## src/hdl/pwt_pkg.sv

```systemverilog
// Constants shared by the target write path
package pwt_pkg;
	localparam int           NUM_BAR      = 6;       // Base address windows
	localparam int           TSR_W        = 12;      // Width of the target status vector
	localparam int           TSR_BIT_W64  = 7;       // Pending transfer is 64 bits
	localparam int           TSR_BIT_BUSY = 8;       // PCI side busy
	localparam int           TSR_BIT_XOK  = 10;      // PCI side transfer done
	localparam logic [3:0]   CMD_MEM_WR   = 4'h7;    // Memory write bus command
	localparam logic [11:0]  TSR_RST      = 12'h000; // Status vector after reset
	localparam int           FIFO_DEPTH   = 16;      // Write data buffer depth
	localparam int           FIFO_WIDTH   = 72;      // 64 data bits and 8 enables

	// Target sequencer states
	typedef enum logic [2:0] {
		PWT_IDLE   = 3'h0,
		PWT_DECODE = 3'h1,
		PWT_CLAIM  = 3'h2,
		PWT_WAIT   = 3'h3,
		PWT_DATA   = 3'h4,
		PWT_END    = 3'h5,
		PWT_TURN   = 3'h6
	} pwt_state_t;
endpackage

```

## src/hdl/pwt_target.sv

```systemverilog
// Target write path: PCI address decode, claim, one data phase, local hand-off
`timescale 1ns/1ps

// Flip-flop FIFO with valid/ready on both sides
module pwt_fifo #(
	parameter int W = 72,
	parameter int D = 16
) (
	input  wire logic         clk,       // System clock
	input  wire logic         rst,       // Async reset
	input  wire logic         in_valid,  // Write request
	output logic              in_ready,  // Room for a word
	input  wire logic [W-1:0] in_data,   // Word written
	output logic              out_valid, // Word available
	input  wire logic         out_ready, // Consumer takes word
	output logic      [W-1:0] out_data   // Head word
);
	localparam int AW = $clog2(D);
	logic [W-1:0] mem_r [D];
	logic [AW:0]  wp_r;
	logic [AW:0]  rp_r;
	wire          push = in_valid && in_ready;
	wire          pop  = out_valid && out_ready;

	// Full when pointers differ only in the wrap bit
	assign in_ready  = !((wp_r[AW] != rp_r[AW]) && (wp_r[AW-1:0] == rp_r[AW-1:0]));
	assign out_valid = (wp_r != rp_r);
	assign out_data  = mem_r[rp_r[AW-1:0]];

	// Storage is not reset; only pointers carry state
	always_ff @(posedge clk) begin
		if (push) begin
			mem_r[wp_r[AW-1:0]] <= in_data;
		end
	end

	// Pointer update
	always_ff @(posedge clk or posedge rst) begin
		if (rst) begin
			wp_r <= '0;
			rp_r <= '0;
		end else begin
			wp_r <= wp_r + (AW+1)'(push);
			rp_r <= rp_r + (AW+1)'(pop);
		end
	end
endmodule // pwt_fifo

// What this block does
// Master drives frame, req64, address, command
// Asserted req64 in address phase means 64-bit
// On hit, enable target drivers next cycle
// Assert devsel and ack64 to claim
// Latch address/command, decode against BARs
// Master drops frame, asserts irdy: single phase
// On hit assert local frame and BAR status bit
// Present command and address with local frame
// Status bit 7 marks 64-bit transfer
// Status bit 8 marks PCI side busy
// Hold trdy until local side ready
// Local ready means data accepted next cycle
// Assert trdy when local side ready
// 32-bit build drops all 64-bit extension signals
// 64-bit build accepts 32-bit writes as mismatched
// Register data, enables; assert data valid
// Strobe on ready-then-valid; set status bit 10
// Drive controls high one cycle, then release
// Drop local frame once pipeline is empty
// No hit: no drivers, no local signals
module pwt_target import pwt_pkg::*; #(
	parameter bit WIDE = 1'b1  // 64-bit build when set
) (
	input  wire logic                  clk,               // PCI clock, 200 MHz
	input  wire logic                  rst,               // Async reset, active high
	input  wire logic                  framen,            // Bus frame
	input  wire logic                  req64n,            // 64-bit request
	input  wire logic                  irdyn,             // Initiator ready
	input  wire logic [63:0]           ad_i,              // Address/data in
	input  wire logic [7:0]            cben_i,            // Command/byte enables in
	input  wire logic [NUM_BAR*32-1:0] bar_base,          // BAR base addresses
	input  wire logic [NUM_BAR*32-1:0] bar_mask,          // Address bits compared
	input  wire logic [NUM_BAR-1:0]    bar_en,            // Memory BAR enabled
	output logic                       devseln_o,         // Device select out
	output logic                       devseln_oe,        // Devsel driven
	output logic                       trdyn_o,           // Target ready out
	output logic                       trdyn_oe,          // Trdy driven
	output logic                       stopn_o,           // Stop out
	output logic                       stopn_oe,          // Stop driven
	output logic                       ack64n_o,          // 64-bit ack out
	output logic                       ack64n_oe,         // Ack64 driven
	input  wire logic                  local_ready_n,     // Local side ready
	output logic                       local_txn_frame_n, // Local transaction frame
	output logic [TSR_W-1:0]           target_status_vector, // Target status
	output logic [3:0]                 local_cmd,         // Latched command
	output logic [31:0]                local_adr,         // Latched address
	output logic [63:0]                local_wdata,       // Write data
	output logic [7:0]                 local_be_n,        // Byte enables, low active
	output logic                       local_data_valid_n, // Data valid
	output logic                       local_xfer_strobe_n // Local transfer
);
	pwt_state_t          state_r, state_nxt;
	logic                frame_q_r;
	logic [31:0]         adr_r;
	logic [3:0]          cmd_r;
	logic                w64_r;
	logic                rdy_q_r;
	logic [NUM_BAR-1:0]  bar_hit;
	logic                fifo_in_ready;
	logic                fifo_out_valid;
	logic [FIFO_WIDTH-1:0] fifo_out;
	logic [FIFO_WIDTH-1:0] fifo_in;

	// Address phase is the falling edge of frame while idle
	wire addr_phase = (state_r == PWT_IDLE) && !framen && frame_q_r;
	wire hit        = |bar_hit;
	wire data_done  = (state_r == PWT_DATA) && !irdyn;
	wire go_data    = (state_r == PWT_WAIT) && !local_ready_n && fifo_in_ready;

	// Per-window compare of the latched address
	genvar gi;
	generate
		for (gi = 0; gi < NUM_BAR; gi++) begin : g_bar
			assign bar_hit[gi] = bar_en[gi] && (cmd_r == CMD_MEM_WR) &&
				(((adr_r ^ bar_base[gi*32 +: 32]) & bar_mask[gi*32 +: 32]) == 32'h0000_0000);
		end
	endgenerate

	// Narrow writes land in the lane picked by address bit 2; idle lane disabled
	wire        narrow = !w64_r;
	wire        hi_ln  = narrow && adr_r[2];
	wire [63:0] wd     = narrow ? {ad_i[31:0], ad_i[31:0]} : ad_i;
	wire [7:0]  be     = !narrow ? cben_i : (hi_ln ? {cben_i[3:0], 4'hF} : {4'hF, cben_i[3:0]});
	assign fifo_in = {be, wd};

	// Sequencer next state
	always_comb begin
		state_nxt = state_r;
		unique case (state_r)
			PWT_IDLE:   if (addr_phase) state_nxt = PWT_DECODE;
			PWT_DECODE: state_nxt = hit ? PWT_CLAIM : PWT_IDLE;
			PWT_CLAIM:  state_nxt = PWT_WAIT;
			PWT_WAIT:   if (go_data) state_nxt = PWT_DATA;
			PWT_DATA:   if (data_done) state_nxt = PWT_END;
			PWT_END:    state_nxt = PWT_TURN;
			PWT_TURN:   state_nxt = PWT_IDLE;
			default:    state_nxt = PWT_IDLE;
		endcase
	end

	// State and address-phase capture
	always_ff @(posedge clk or posedge rst) begin
		if (rst) begin
			state_r   <= PWT_IDLE;
			frame_q_r <= 1'b1;
			adr_r     <= 32'h0000_0000;
			cmd_r     <= 4'h0;
			w64_r     <= 1'b0;
			rdy_q_r   <= 1'b0;
		end else begin
			state_r   <= state_nxt;
			frame_q_r <= framen;
			rdy_q_r   <= !local_ready_n;
			if (addr_phase) begin
				adr_r <= ad_i[31:0];
				cmd_r <= cben_i[3:0];
				w64_r <= WIDE && !req64n;
			end
		end
	end

	// PCI control pins; 32-bit build never touches ack64
	always_ff @(posedge clk or posedge rst) begin
		if (rst) begin
			devseln_oe <= 1'b0;
			devseln_o  <= 1'b1;
			trdyn_o    <= 1'b1;
			ack64n_o   <= 1'b1;
			ack64n_oe  <= 1'b0;
		end else begin
			if (state_r == PWT_DECODE && hit) begin
				devseln_oe <= 1'b1;
				ack64n_oe  <= w64_r;
			end else if (state_r == PWT_END) begin
				devseln_oe <= 1'b0;
				ack64n_oe  <= 1'b0;
			end
			devseln_o <= !(state_r == PWT_CLAIM || state_r == PWT_WAIT ||
				(state_r == PWT_DATA && !data_done));
			ack64n_o  <= !(w64_r && (state_r == PWT_CLAIM || state_r == PWT_WAIT ||
				(state_r == PWT_DATA && !data_done)));
			trdyn_o   <= !(go_data || (state_r == PWT_DATA && !data_done));
		end
	end
	// No retry or disconnect in this path, so stop is only driven high
	assign trdyn_oe = devseln_oe;
	assign stopn_oe = devseln_oe;
	assign stopn_o  = 1'b1;

	// Local frame, status and latched address/command
	always_ff @(posedge clk or posedge rst) begin
		if (rst) begin
			local_txn_frame_n    <= 1'b1;
			target_status_vector <= TSR_RST;
			local_cmd            <= 4'h0;
			local_adr            <= 32'h0000_0000;
		end else begin
			if (state_r == PWT_DECODE && hit) begin
				local_txn_frame_n <= 1'b0;
				local_cmd         <= cmd_r;
				local_adr         <= adr_r;
				target_status_vector[NUM_BAR-1:0]   <= bar_hit;
				target_status_vector[TSR_BIT_W64]   <= w64_r;
				target_status_vector[TSR_BIT_BUSY]  <= 1'b1;
			end else if (state_r == PWT_END) begin
				target_status_vector <= TSR_RST;
			end else if (data_done) begin
				target_status_vector[TSR_BIT_XOK] <= 1'b1;
			end
			// Held until every buffered word has gone to the local side
			if ((state_r == PWT_TURN || state_r == PWT_IDLE) && !fifo_out_valid &&
				!local_txn_frame_n) begin
				local_txn_frame_n <= 1'b1;
			end
		end
	end

	// Buffer between PCI data phase and local side; full stalls trdy
	pwt_fifo #(.W(FIFO_WIDTH), .D(FIFO_DEPTH)) u_fifo (
		.clk       (clk),
		.rst       (rst),
		.in_valid  (data_done),
		.in_ready  (fifo_in_ready),
		.in_data   (fifo_in),
		.out_valid (fifo_out_valid),
		.out_ready (rdy_q_r),
		.out_data  (fifo_out)
	);

	// Local data side
	assign local_wdata         = fifo_out[63:0];
	assign local_be_n          = fifo_out[71:64];
	assign local_data_valid_n  = !fifo_out_valid;
	assign local_xfer_strobe_n = !(fifo_out_valid && rdy_q_r);

	AST_HIT_OE: assert property (@(posedge clk) disable iff (rst)
		(state_r == PWT_DECODE && hit) |=> (devseln_oe && trdyn_oe && stopn_oe && devseln_o))
		else $error("drivers not enabled after hit");
	AST_NOHIT: assert property (@(posedge clk) disable iff (rst)
		(state_r == PWT_DECODE && !hit && local_txn_frame_n) |=> (!devseln_oe && local_txn_frame_n))
		else $error("miss claimed the transaction");
	AST_CLAIM: assert property (@(posedge clk) disable iff (rst)
		(state_r == PWT_DECODE && hit) |=> ##1 (!devseln_o && (ack64n_o == !w64_r)))
		else $error("devsel not asserted one cycle after drivers");
	AST_LOCAL: assert property (@(posedge clk) disable iff (rst)
		(state_r == PWT_DECODE && hit) |=> (!local_txn_frame_n &&
		target_status_vector[NUM_BAR-1:0] == $past(bar_hit) && local_adr == $past(adr_r)))
		else $error("local frame or status bit wrong");
	AST_STAT: assert property (@(posedge clk) disable iff (rst)
		(state_r == PWT_DECODE && hit) |=> (target_status_vector[TSR_BIT_W64] == (WIDE && $past(w64_r))
		&& target_status_vector[TSR_BIT_BUSY]))
		else $error("width or busy status wrong");
	AST_HOLD: assert property (@(posedge clk) disable iff (rst)
		(state_r == PWT_WAIT && local_ready_n) |=> trdyn_o)
		else $error("trdy asserted without local ready");
	AST_TRDY: assert property (@(posedge clk) disable iff (rst)
		(state_r == PWT_WAIT && !local_ready_n && fifo_in_ready) |=> !trdyn_o)
		else $error("trdy late after local ready");
	AST_DATA: assert property (@(posedge clk) disable iff (rst)
		(data_done && !fifo_out_valid) |=> (!local_data_valid_n && local_wdata == $past(wd)
		&& target_status_vector[TSR_BIT_XOK]))
		else $error("data not presented after data phase");
	AST_STROBE: assert property (@(posedge clk) disable iff (rst)
		!local_xfer_strobe_n |-> (!local_data_valid_n && !$past(local_ready_n)))
		else $error("strobe without ready and valid");
	AST_END: assert property (@(posedge clk) disable iff (rst)
		(state_r == PWT_END) |-> (devseln_o && trdyn_o && stopn_o && devseln_oe)
		##1 (!devseln_oe && !ack64n_oe && target_status_vector == TSR_RST))
		else $error("turn-off sequence wrong");
	AST_WIDTH: assert property (@(posedge clk) disable iff (rst)
		ack64n_oe |-> (WIDE && w64_r))
		else $error("ack64 driven outside a 64-bit transfer");
endmodule // pwt_target

```

## config.mk

```make
export PLATFORM = sky130hd
export DESIGN_NAME = pwt_target
export DESIGN_NICKNAME = d
export VERILOG_FILES = /design/src/hdl/pwt_pkg.sv /design/src/hdl/pwt_target.sv
export SDC_FILE = /design/constraint.sdc
export NUM_CORES = 1
export LEC_CHECK = 0
export ABC_CLOCK_PERIOD_IN_PS = 11920
export BUFFER_PORTS_ARGS = -buffer_cell sky130_fd_sc_hd__buf_2
export CORE_ASPECT_RATIO = 0.9
export CORE_MARGIN = 3
export CORE_UTILIZATION = 40
export DETAILED_ROUTE_END_ITERATION = 12
export PLACE_DENSITY_LB_ADDON = 0.08
export SKIP_CTS_REPAIR_TIMING = 1
export SLEW_MARGIN = 10
export SYNTH_ARGS = -nofsm -noshare
export SYNTH_HDL_FRONTEND = slang
export SYNTH_HIERARCHICAL = 1
export SYNTH_SLANG_ARGS = --single-unit
```

## constraint.sdc

```tcl
create_clock -name clk -period 11.92 [get_ports clk]
set_clock_uncertainty 0.1 [all_clocks]
set_input_delay 1.788 -clock clk [delete_from_list [all_inputs] [get_ports clk]]
set_output_delay 1.788 -clock clk [all_outputs]
set_load 0.01 [all_outputs]
```

==> results of run 1 <==
-- how the worst max path moves through the flow --
stage,startpoint,slack (ps),depth (start not counted),end
finish,u_fifo/rp_r[1],4880,7,local_wdata[2]
floorplan,irdyn,2120,4,u_fifo/mem_r[12][0]
detailed placement,u_fifo/rp_r[1],5600,7,local_wdata[2]
global placement,u_fifo/rp_r[1],5650,7,local_wdata[2]
global route,u_fifo/rp_r[1],4670,7,local_wdata[2]
CTS,u_fifo/rp_r[1],4770,7,local_wdata[2]
-- registers in the layout, summed over array words and instances, names as in the netlist, 4 cells and up --
register              cells
adr_r                    32
cmd_r                     4
local_adr                32
local_cmd                 4
target_status_vector      9
u_fifo/mem_r           1152
u_fifo/rp_r               5
u_fifo/wp_r               5
-- worst reg2reg max path, delay by kind of cell (launching register included) --
family / cells / cell delay, ps
AND/OR/NAND/NOR: 2 / 730
XOR/XNOR: 1 / 400
AO/OA/AOI/OAI: 1 / 410
flip-flops: 1 / 960
buffers and inverters: 3 / 2300
-- kinds of logic after synthesis --
kind of cell,count (synthesis)
adders and majority gates,4
buffers and inverters,196
DFF,1253
AOI/OAI and AO/OA,340
and+or+nand+nor,128
other,2
muxes,532
xor gates and xnor gates,203
-- through the flow --
stage                     setup slack (ps)  std cells  utilization, %  cell area [um2]
after floorplan                       2120       2660               -            51400
after CTS                             4770       5081            47.4            60300
after detailed placement              5600       4841            44.1            56100
after global placement                5650       4841            44.1            56100
final                                 4880       5117            47.5            60400
after global routing                  4670       5098            47.5            60400
-- metal layers --
layer / vias up / GRT usage [%] / wire (um) / part of all wire, %
met5: - / 0 / 242 / 0.13
met4: 34 / 8.06 / 5470 / 3.0
met3: 338 / 5.73 / 12400 / 6.9
met2: 1220 / 46.8 / 92500 / 51
met1: 15400 / 34.2 / 69800 / 39
li1: 12200 / - / - / -
-- placed cells by master (no fill, tap or decap), drive strengths merged, types with 4 or more instances in the layout --
master / instances
edfxtp: 1152
buf: 654
mux4: 216
mux2i: 216
xor2: 199
clkbuf: 182
a22oi: 166
mux2: 100
dfrtp: 96
o21ai: 73
a32oi: 72
clkinv: 45
diode: 36
nand2: 30
inv: 28
nand4: 22
nor2: 16
nor3: 15
nor4: 13
nand2b: 12
o22ai: 7
bufinv: 6
nand3: 5
dfstp: 5
o22a: 4
conb: 4
xnor2: 4
ha: 4
a21boi: 4
-- area by class of cell --
type                            count  share of cell area (%)
Antenna cell                       36                   0.149
Tap cell                         1701                    3.52
Timing Repair Buffer              654                    5.69
Sequential cell                  1253                    61.5
Multi-Input combinational cell   1211                    22.1
Clock inverter                     58                   0.777
Clock buffer                      182                    6.20
Inverter                           22                   0.141
-- report_power, final --
part / switching [mW] / total [mW] / leakage (nW) / internal (mW)
clock: 1.68 / 4.01 / 2.06 / 2.33
sequential: 0.501 / 5.63 / 11.6 / 5.13
combinational: 2.53 / 4.28 / 7.65 / 1.74
total: 4.71 / 13.9 / 21.3 / 9.20
-- cell usage after synthesis (all sizes together) (7+ instances only) --
cell,count
a22oi,166
a32oi,72
buf,130
clkbuf,44
dfrtp,96
edfxtp,1152
inv,22
mux2,100
mux2i,216
mux4,216
nand2,30
nand2b,12
nand4,22
nor2,16
nor3,15
nor4,13
o21ai,73
o22ai,7
xor2,199
==> results.py, run 1 <==
metrics = {
    "status": {
        "result_of_the_run": "complete, no violations",
    },
    "worst_setup_path": {
        "path_cells": "buf_4 -> buf_4 -> mux2i_1 -> a22oi_1 -> mux2i_1 -> o21ai_0 -> buf_2",
        "cp_top_family": "buffers and inverters",
        "crit_path_start_kind": "register",
        "r2r_start": "u_fifo/rp_r[0]",
        "r2r_setup_slack_ps": 6620,
        "type_of_element_capturing_the_critical_path": "primary output",
        "cp_slowest_cell": "sky130_fd_sc_hd__dfrtp_4",
        "path_max_fanout": 60,
        "worst_r2r_path_depth": 7,
        "reg2reg_to": "u_fifo/mem_r[7][52]",
        "timing.critical_path.arrival_ps": 5150,
        "cp_slowest_stage_delay_ps": 980,
        "crit_required_ps": 10030,
        "cp.buffers_inverters": 3,
        "critical_path_class": "reg -> out",
    },
    "synthesis": {
        "ys_warn_count": 6,
        "netlist.top_cell.by_area": "sky130_fd_sc_hd__edfxtp_1",
        "synth_seq_area_share_pct": 72.2,
        "synth.area.mux_share_pct": 15.9,
        "synth_xor_xnor_area_share_pct": 3.46,
        "synth_cell_types": 54,
        "dominant_combinational_cell_family_by_area_after_synthesis": "multiplexers",
        "synthArstFlopShare_pct": 8.06,
        "synth-main-ff-cell": "sky130_fd_sc_hd__edfxtp_1",
        "synth_edf_count": 1152,
        "netlist_instances": 2658,
        "synthAdderAreaFrac_pct": 0.0974,
        "post_synth_and_or_nand_nor_area_fraction_pct": 1.34,
        "postSynthAreaPerCell_um2": 19.3,
        "synth_compound_gate_area_share_pct": 4.84,
        "synth.ff_latch_count": 1253,
        "post_synth_main_area_contributors": "sky130_fd_sc_hd__edfxtp_1, sky130_fd_sc_hd__mux4_2, sky130_fd_sc_hd__dfrtp_1",
        "synth_top_cell_area_share_pct": 67.3,
        "netlist_area_mm2": 0.0514,
    },
    "route": {
        "drt_pass1_iterations": 5,
        "detail_route.wirelength_um": 180000,
        "drtAntennaViolNets": 0,
        "via_count": 29200,
        "route.detailed.vias_per_inst": 5.70,
        "wire_per_inst_um": 35.2,
        "drc_violations_left": 0,
        "first_iter_violations": 2952,
    },
    "floorplan": {
        "core_area_mm2": 0.127,
        "initial_core_util_pct": 40.4,
        "die_area_mm2": 0.133,
        "num_io_pins": 599,
        "placementRows": 124,
        "die_h_um": 346,
        "dieWidth_um": 384,
    },
    "hold_path": {
        "hold-path-cell-count": 1,
        "min-delay-path-class": "reg -> reg",
        "hold_end": "local_cmd[2]",
        "timing.hold.worst.start": "local_cmd[2]",
    },
    "finish": {
        "multi_input_comb_area_mm2": 0.0133,
        "final_layout_size_suffix_gt1_share_pct": 35.0,
        "nNetsFinal": 3750,
        "n_fill_cell": 10900,
        "areaGrowthSynthToFinish_pct": 17.6,
        "seq_area_mm2": 0.0371,
    },
    "clock_network": {
        "ctsRootBufferMaster": "sky130_fd_sc_hd__clkbuf_16",
        "cts-buffers-inserted": 136,
        "cts.clk_slew.worst_paths_ps": 60,
        "cts_tree": "yes",
        "cts.sink_count": 1253,
        "htreeDepth": 4,
        "skew_pair_late_insertion_delay_ps": 740,
        "clock_tree.buffer_depth": 3,
    },
    "timing": {
        "finalHoldViolCount": 0,
        "worst_tran_pin_value_ps": 1300,
        "rsz0062_at_grt": "no",
        "period_share_pct": 59.1,
        "holdWs_ps": 368,
        "setup_violations": 0,
        "setup-tns-final_ps": 0,
        "max_clock_freq_mhz": 142,
        "relSlewSlack_pct": 12.9,
        "time_the_final_worst_path_needs_with_i_o_delays_and_setup_ps": 7040,
        "final_max_slew_viol_count": 0,
    },
    "grt": {
        "grt_antenna_before_repair": 99,
        "first_pass_grt_wire_length_um": 247000,
        "first_global_vias": 30100,
        "grt_start_max_net_pins": 96,
        "gr-total-overflow": 0,
        "grt_use_total_pct": 27.1,
    },
    "power_and_ir_drop": {
        "power.ir.vdd_worst_uv": 183,
        "power_density_mw_per_mm2": 230,
        "fin_total_pwr_mw": 13.9,
        "total_leakage_power_nw": 21.3,
    },
    "placed_design": {
        "finalWeightedCongestion": 0.967,
        "place.detailed.hpwl_um": 117000,
        "portBuffers": 594,
    },
    "job": {
        "timing.max_cap.violations": 0,
    },
}
No activity file was read; power rests on OpenSTA's default activity.
==> inputs of run 2 (changes only) <==
ABC_AREA = 1   (was not set)
ABC_CLOCK_PERIOD_IN_PS = 5700   (was 11920)
clock period = 5.7 ns   (was 11.92 ns; I/O delays follow)
==> run 2 against run 1 <==
  * Non-clock buffer count grew 34
  * First-iteration DRC count grew 41%
  * Final cell count grew 81%
  * Die area grew 16%
  * Power grew 130%
  * Clock power grew 120%
  * Flip-flop and latch count is the same
  * Worst setup slack lost 4000 ps
  * Routed wire length grew 16%
  * Sequential power grew 100%
  * Critical endpoint is now local_wdata[30]
==> results.py, run 2 <==
metrics = {
    "finish": {
        "areaGrowthSynthToFinish_pct": 15.8,
        "post-route-cell-area_mm2": 0.0689,
        "layout_commonest_cell": "sky130_fd_sc_hd__nand2_1",
        "mostFrequentLayoutCells": "sky130_fd_sc_hd__nand2_1, sky130_fd_sc_hd__inv_1, sky130_fd_sc_hd__edfxtp_1, sky130_fd_sc_hd__nand3_1, sky130_fd_sc_hd__buf_2",
        "n_fill_cell": 14200,
        "flip_flop_count_of_the_largest_register_after_layout": 1152,
        "final_layout_size_suffix_gt1_share_pct": 13.7,
        "nNetsFinal": 7634,
    },
    "floorplan": {
        "die_h_um": 372,
        "initial_core_util_pct": 40.5,
        "num_io_pins": 599,
        "core_area_mm2": 0.147,
        "placementRows": 133,
        "dieWidth_um": 413,
        "die_area_mm2": 0.153,
    },
    "clock_network": {
        "cts.sink_count": 1253,
        "cts-buffers-inserted": 140,
        "htreeDepth": 4,
        "cts_tree": "yes",
        "ctsRootBufferMaster": "sky130_fd_sc_hd__clkbuf_16",
        "cts.clk_slew.worst_paths_ps": 60,
        "clock_tree.buffer_depth": 3,
        "skew_pair_late_insertion_delay_ps": 770,
    },
    "synthesis": {
        "synth-main-ff-cell": "sky130_fd_sc_hd__edfxtp_1",
        "post_synth_main_area_contributors": "sky130_fd_sc_hd__edfxtp_1, sky130_fd_sc_hd__nand2_1, sky130_fd_sc_hd__inv_1",
        "synth_cell_types": 39,
        "netlist_area_mm2": 0.0595,
        "synth.ff_latch_count": 1253,
        "count_leader_synth": "sky130_fd_sc_hd__nand2_1",
        "postSynthAreaPerCell_um2": 8.98,
        "ys_warn_count": 6,
        "synth_edf_count": 1152,
        "netlist.top_cell.by_area": "sky130_fd_sc_hd__edfxtp_1",
        "synth_seq_area_share_pct": 62.4,
        "yosys-top-cells-count": "sky130_fd_sc_hd__nand2_1, sky130_fd_sc_hd__inv_1, sky130_fd_sc_hd__edfxtp_1",
        "synthArstFlopShare_pct": 8.06,
        "synth_top_cell_area_share_pct": 58.1,
        "netlist_instances": 6629,
    },
    "placed_design": {
        "placed_cell_area_mm2": 0.0644,
        "finalWeightedCongestion": 0.963,
        "dp_worst_setup_slack_ps": 1690,
        "portBuffers": 594,
        "place.detailed.hpwl_um": 135000,
    },
    "timing": {
        "final_max_slew_viol_count": 0,
        "finalHoldViolCount": 0,
        "setup_violations": 0,
        "rsz0062_at_grt": "no",
        "period_share_pct": 84.1,
        "setup-tns-final_ps": 0,
        "timing.final.ws_setup_ps": 908,
        "relSlewSlack_pct": 19.4,
        "max_clock_freq_mhz": 209,
        "time_the_final_worst_path_needs_with_i_o_delays_and_setup_ps": 4790,
        "worst_tran_pin_value_ps": 1200,
    },
    "worst_setup_path": {
        "path_max_fanout": 180,
        "type_of_element_capturing_the_critical_path": "primary output",
        "crit_required_ps": 4740,
        "cp_slowest_stage_delay_ps": 770,
        "worst_setup_path_startpoint": "u_fifo/rp_r[0]",
        "cp_top_family": "buffers and inverters",
        "crit_path_start_kind": "register",
        "critical_path_class": "reg -> out",
        "timing.critical_path.arrival_ps": 3840,
        "cp.depth": 10,
        "cp_slowest_cell": "sky130_fd_sc_hd__buf_4",
        "reg2reg_to": "u_fifo/mem_r[2][43]",
        "path_cells": "buf_4 -> buf_12 -> nand2_1 -> nand3_1 -> nand2_1 -> nand2_1 -> nand2_1 -> inv_1 -> nand2_1 -> buf_2",
        "timing.critical_path.mode_cell": "sky130_fd_sc_hd__nand2_1",
        "r2r_setup_slack_ps": 1800,
        "r2r_start": "u_fifo/rp_r[2]",
        "cp.buffers_inverters": 4,
        "worst_setup_path_endpoint": "local_wdata[30]",
        "worst_r2r_path_depth": 8,
    },
    "grt": {
        "grt_use_total_pct": 26.8,
        "first_global_vias": 41600,
        "grt_antenna_before_repair": 48,
        "first_pass_grt_wire_length_um": 298000,
        "grt_start_max_net_pins": 191,
        "gr-total-overflow": 0,
    },
    "power_and_ir_drop": {
        "total_leakage_power_nw": 32.4,
        "power.ir.vdd_worst_uv": 531,
        "power_density_mw_per_mm2": 465,
    },
    "route": {
        "first_iter_violations": 4152,
        "via_count": 45700,
        "detail_route.wirelength_um": 210000,
        "drtAntennaViolNets": 0,
        "route.detailed.vias_per_inst": 4.93,
        "drc_violations_left": 0,
        "drt_pass1_iterations": 6,
        "wire_per_inst_um": 22.7,
    },
    "hold_path": {
        "min-delay-path-class": "in -> reg",
    },
    "status": {
        "result_of_the_run": "complete, no violations",
    },
    "job": {
        "timing.max_cap.violations": 0,
    },
}
-- run 2: cell types whose count changed in the layout (fill, tap and decap cells not counted), sizes merged, moves of 72 or more --
| cell | delta |
|---|---|
| a22oi | -166 |
| a32oi | -72 |
| inv | +1304 |
| mux2 | -100 |
| mux2i | -216 |
| mux4 | -216 |
| nand2 | +2363 |
| nand3 | +942 |
| nor2 | +177 |
| xor2 | -186 |
-- run 2: worst min path at each step --
stage	start	to	depth (start not counted)
6_report	framen	frame_q_r	1
5_1_grt	framen	frame_q_r	1
4_1_cts	framen	frame_q_r	1
3_5_place_dp	local_cmd[0]	local_cmd[0]	2
3_3_place_gp	local_cmd[2]	local_cmd[2]	2
2_1_floorplan	cmd_r[1]	cmd_r[1]	2
-- run 2: metrics by stage --
stage / total power, mW / hold WS, ps / util [%] / cells
after floorplan: 18.8 / 353 / - / 6631
after global placement: 23.4 / 353 / 43.8 / 8976
after detailed placement: 23.4 / 352 / 43.8 / 8976
after CTS: 32.3 / 40.6 / 46.8 / 9234
after global routing: 33.9 / 53.6 / 46.9 / 9243
final: 32.0 / 100 / 46.9 / 9258
-- run 2: worst register-to-register path, cell delays in order, from the launching register on --
cell                      delay (ps)
sky130_fd_sc_hd__dfrtp_4         650
sky130_fd_sc_hd__inv_4           590
sky130_fd_sc_hd__nand2_1         110
sky130_fd_sc_hd__nand2_1         100
sky130_fd_sc_hd__nor2_1           60
sky130_fd_sc_hd__nand3_1         100
sky130_fd_sc_hd__nand2_2         460
sky130_fd_sc_hd__nor2_4          770
sky130_fd_sc_hd__buf_4           560
-- run 2: cells by family after synthesis --
group                    synth area share, %
other                                 0.0126
AND/OR/NAND/NOR                         25.6
XOR/XNOR                               0.221
AO/OA/AOI/OAI                          0.780
flip-flops                              62.4
buffers and inverters                   10.9
adder cells (fa/ha/maj)               0.0841
-- run 2: cell type report --
class	instances	area [um2]	area share [%]
Multi-Input combinational cell	3758	16000	23.3
Clock buffer	179	3750	5.45
Tap cell	1957	2450	3.55
Clock inverter	79	671	0.973
Sequential cell	1253	37100	53.9
Antenna cell	23	57.6	0.0835
Timing Repair Buffer	688	3800	5.52
Inverter	1321	4980	7.23
-- run 2: metal layers --
| metal | share of wire [%] | GRT usage, % |
|---|---|---|
| met5 | 0.088 | 0 |
| met4 | 2.1 | 6.37 |
| met1 | 44 | 38.3 |
| met3 | 7.3 | 5.16 |
| met2 | 46 | 42.0 |
-- run 2: where the power goes --
group | internal [mW] | switching (mW) | leakage [nW]
clock network | 5.01 | 3.80 | 2.18
logic | 3.23 | 8.46 | 18.6
registers | 10.8 | 0.750 | 11.6
total | 19.0 | 13.0 | 32.4
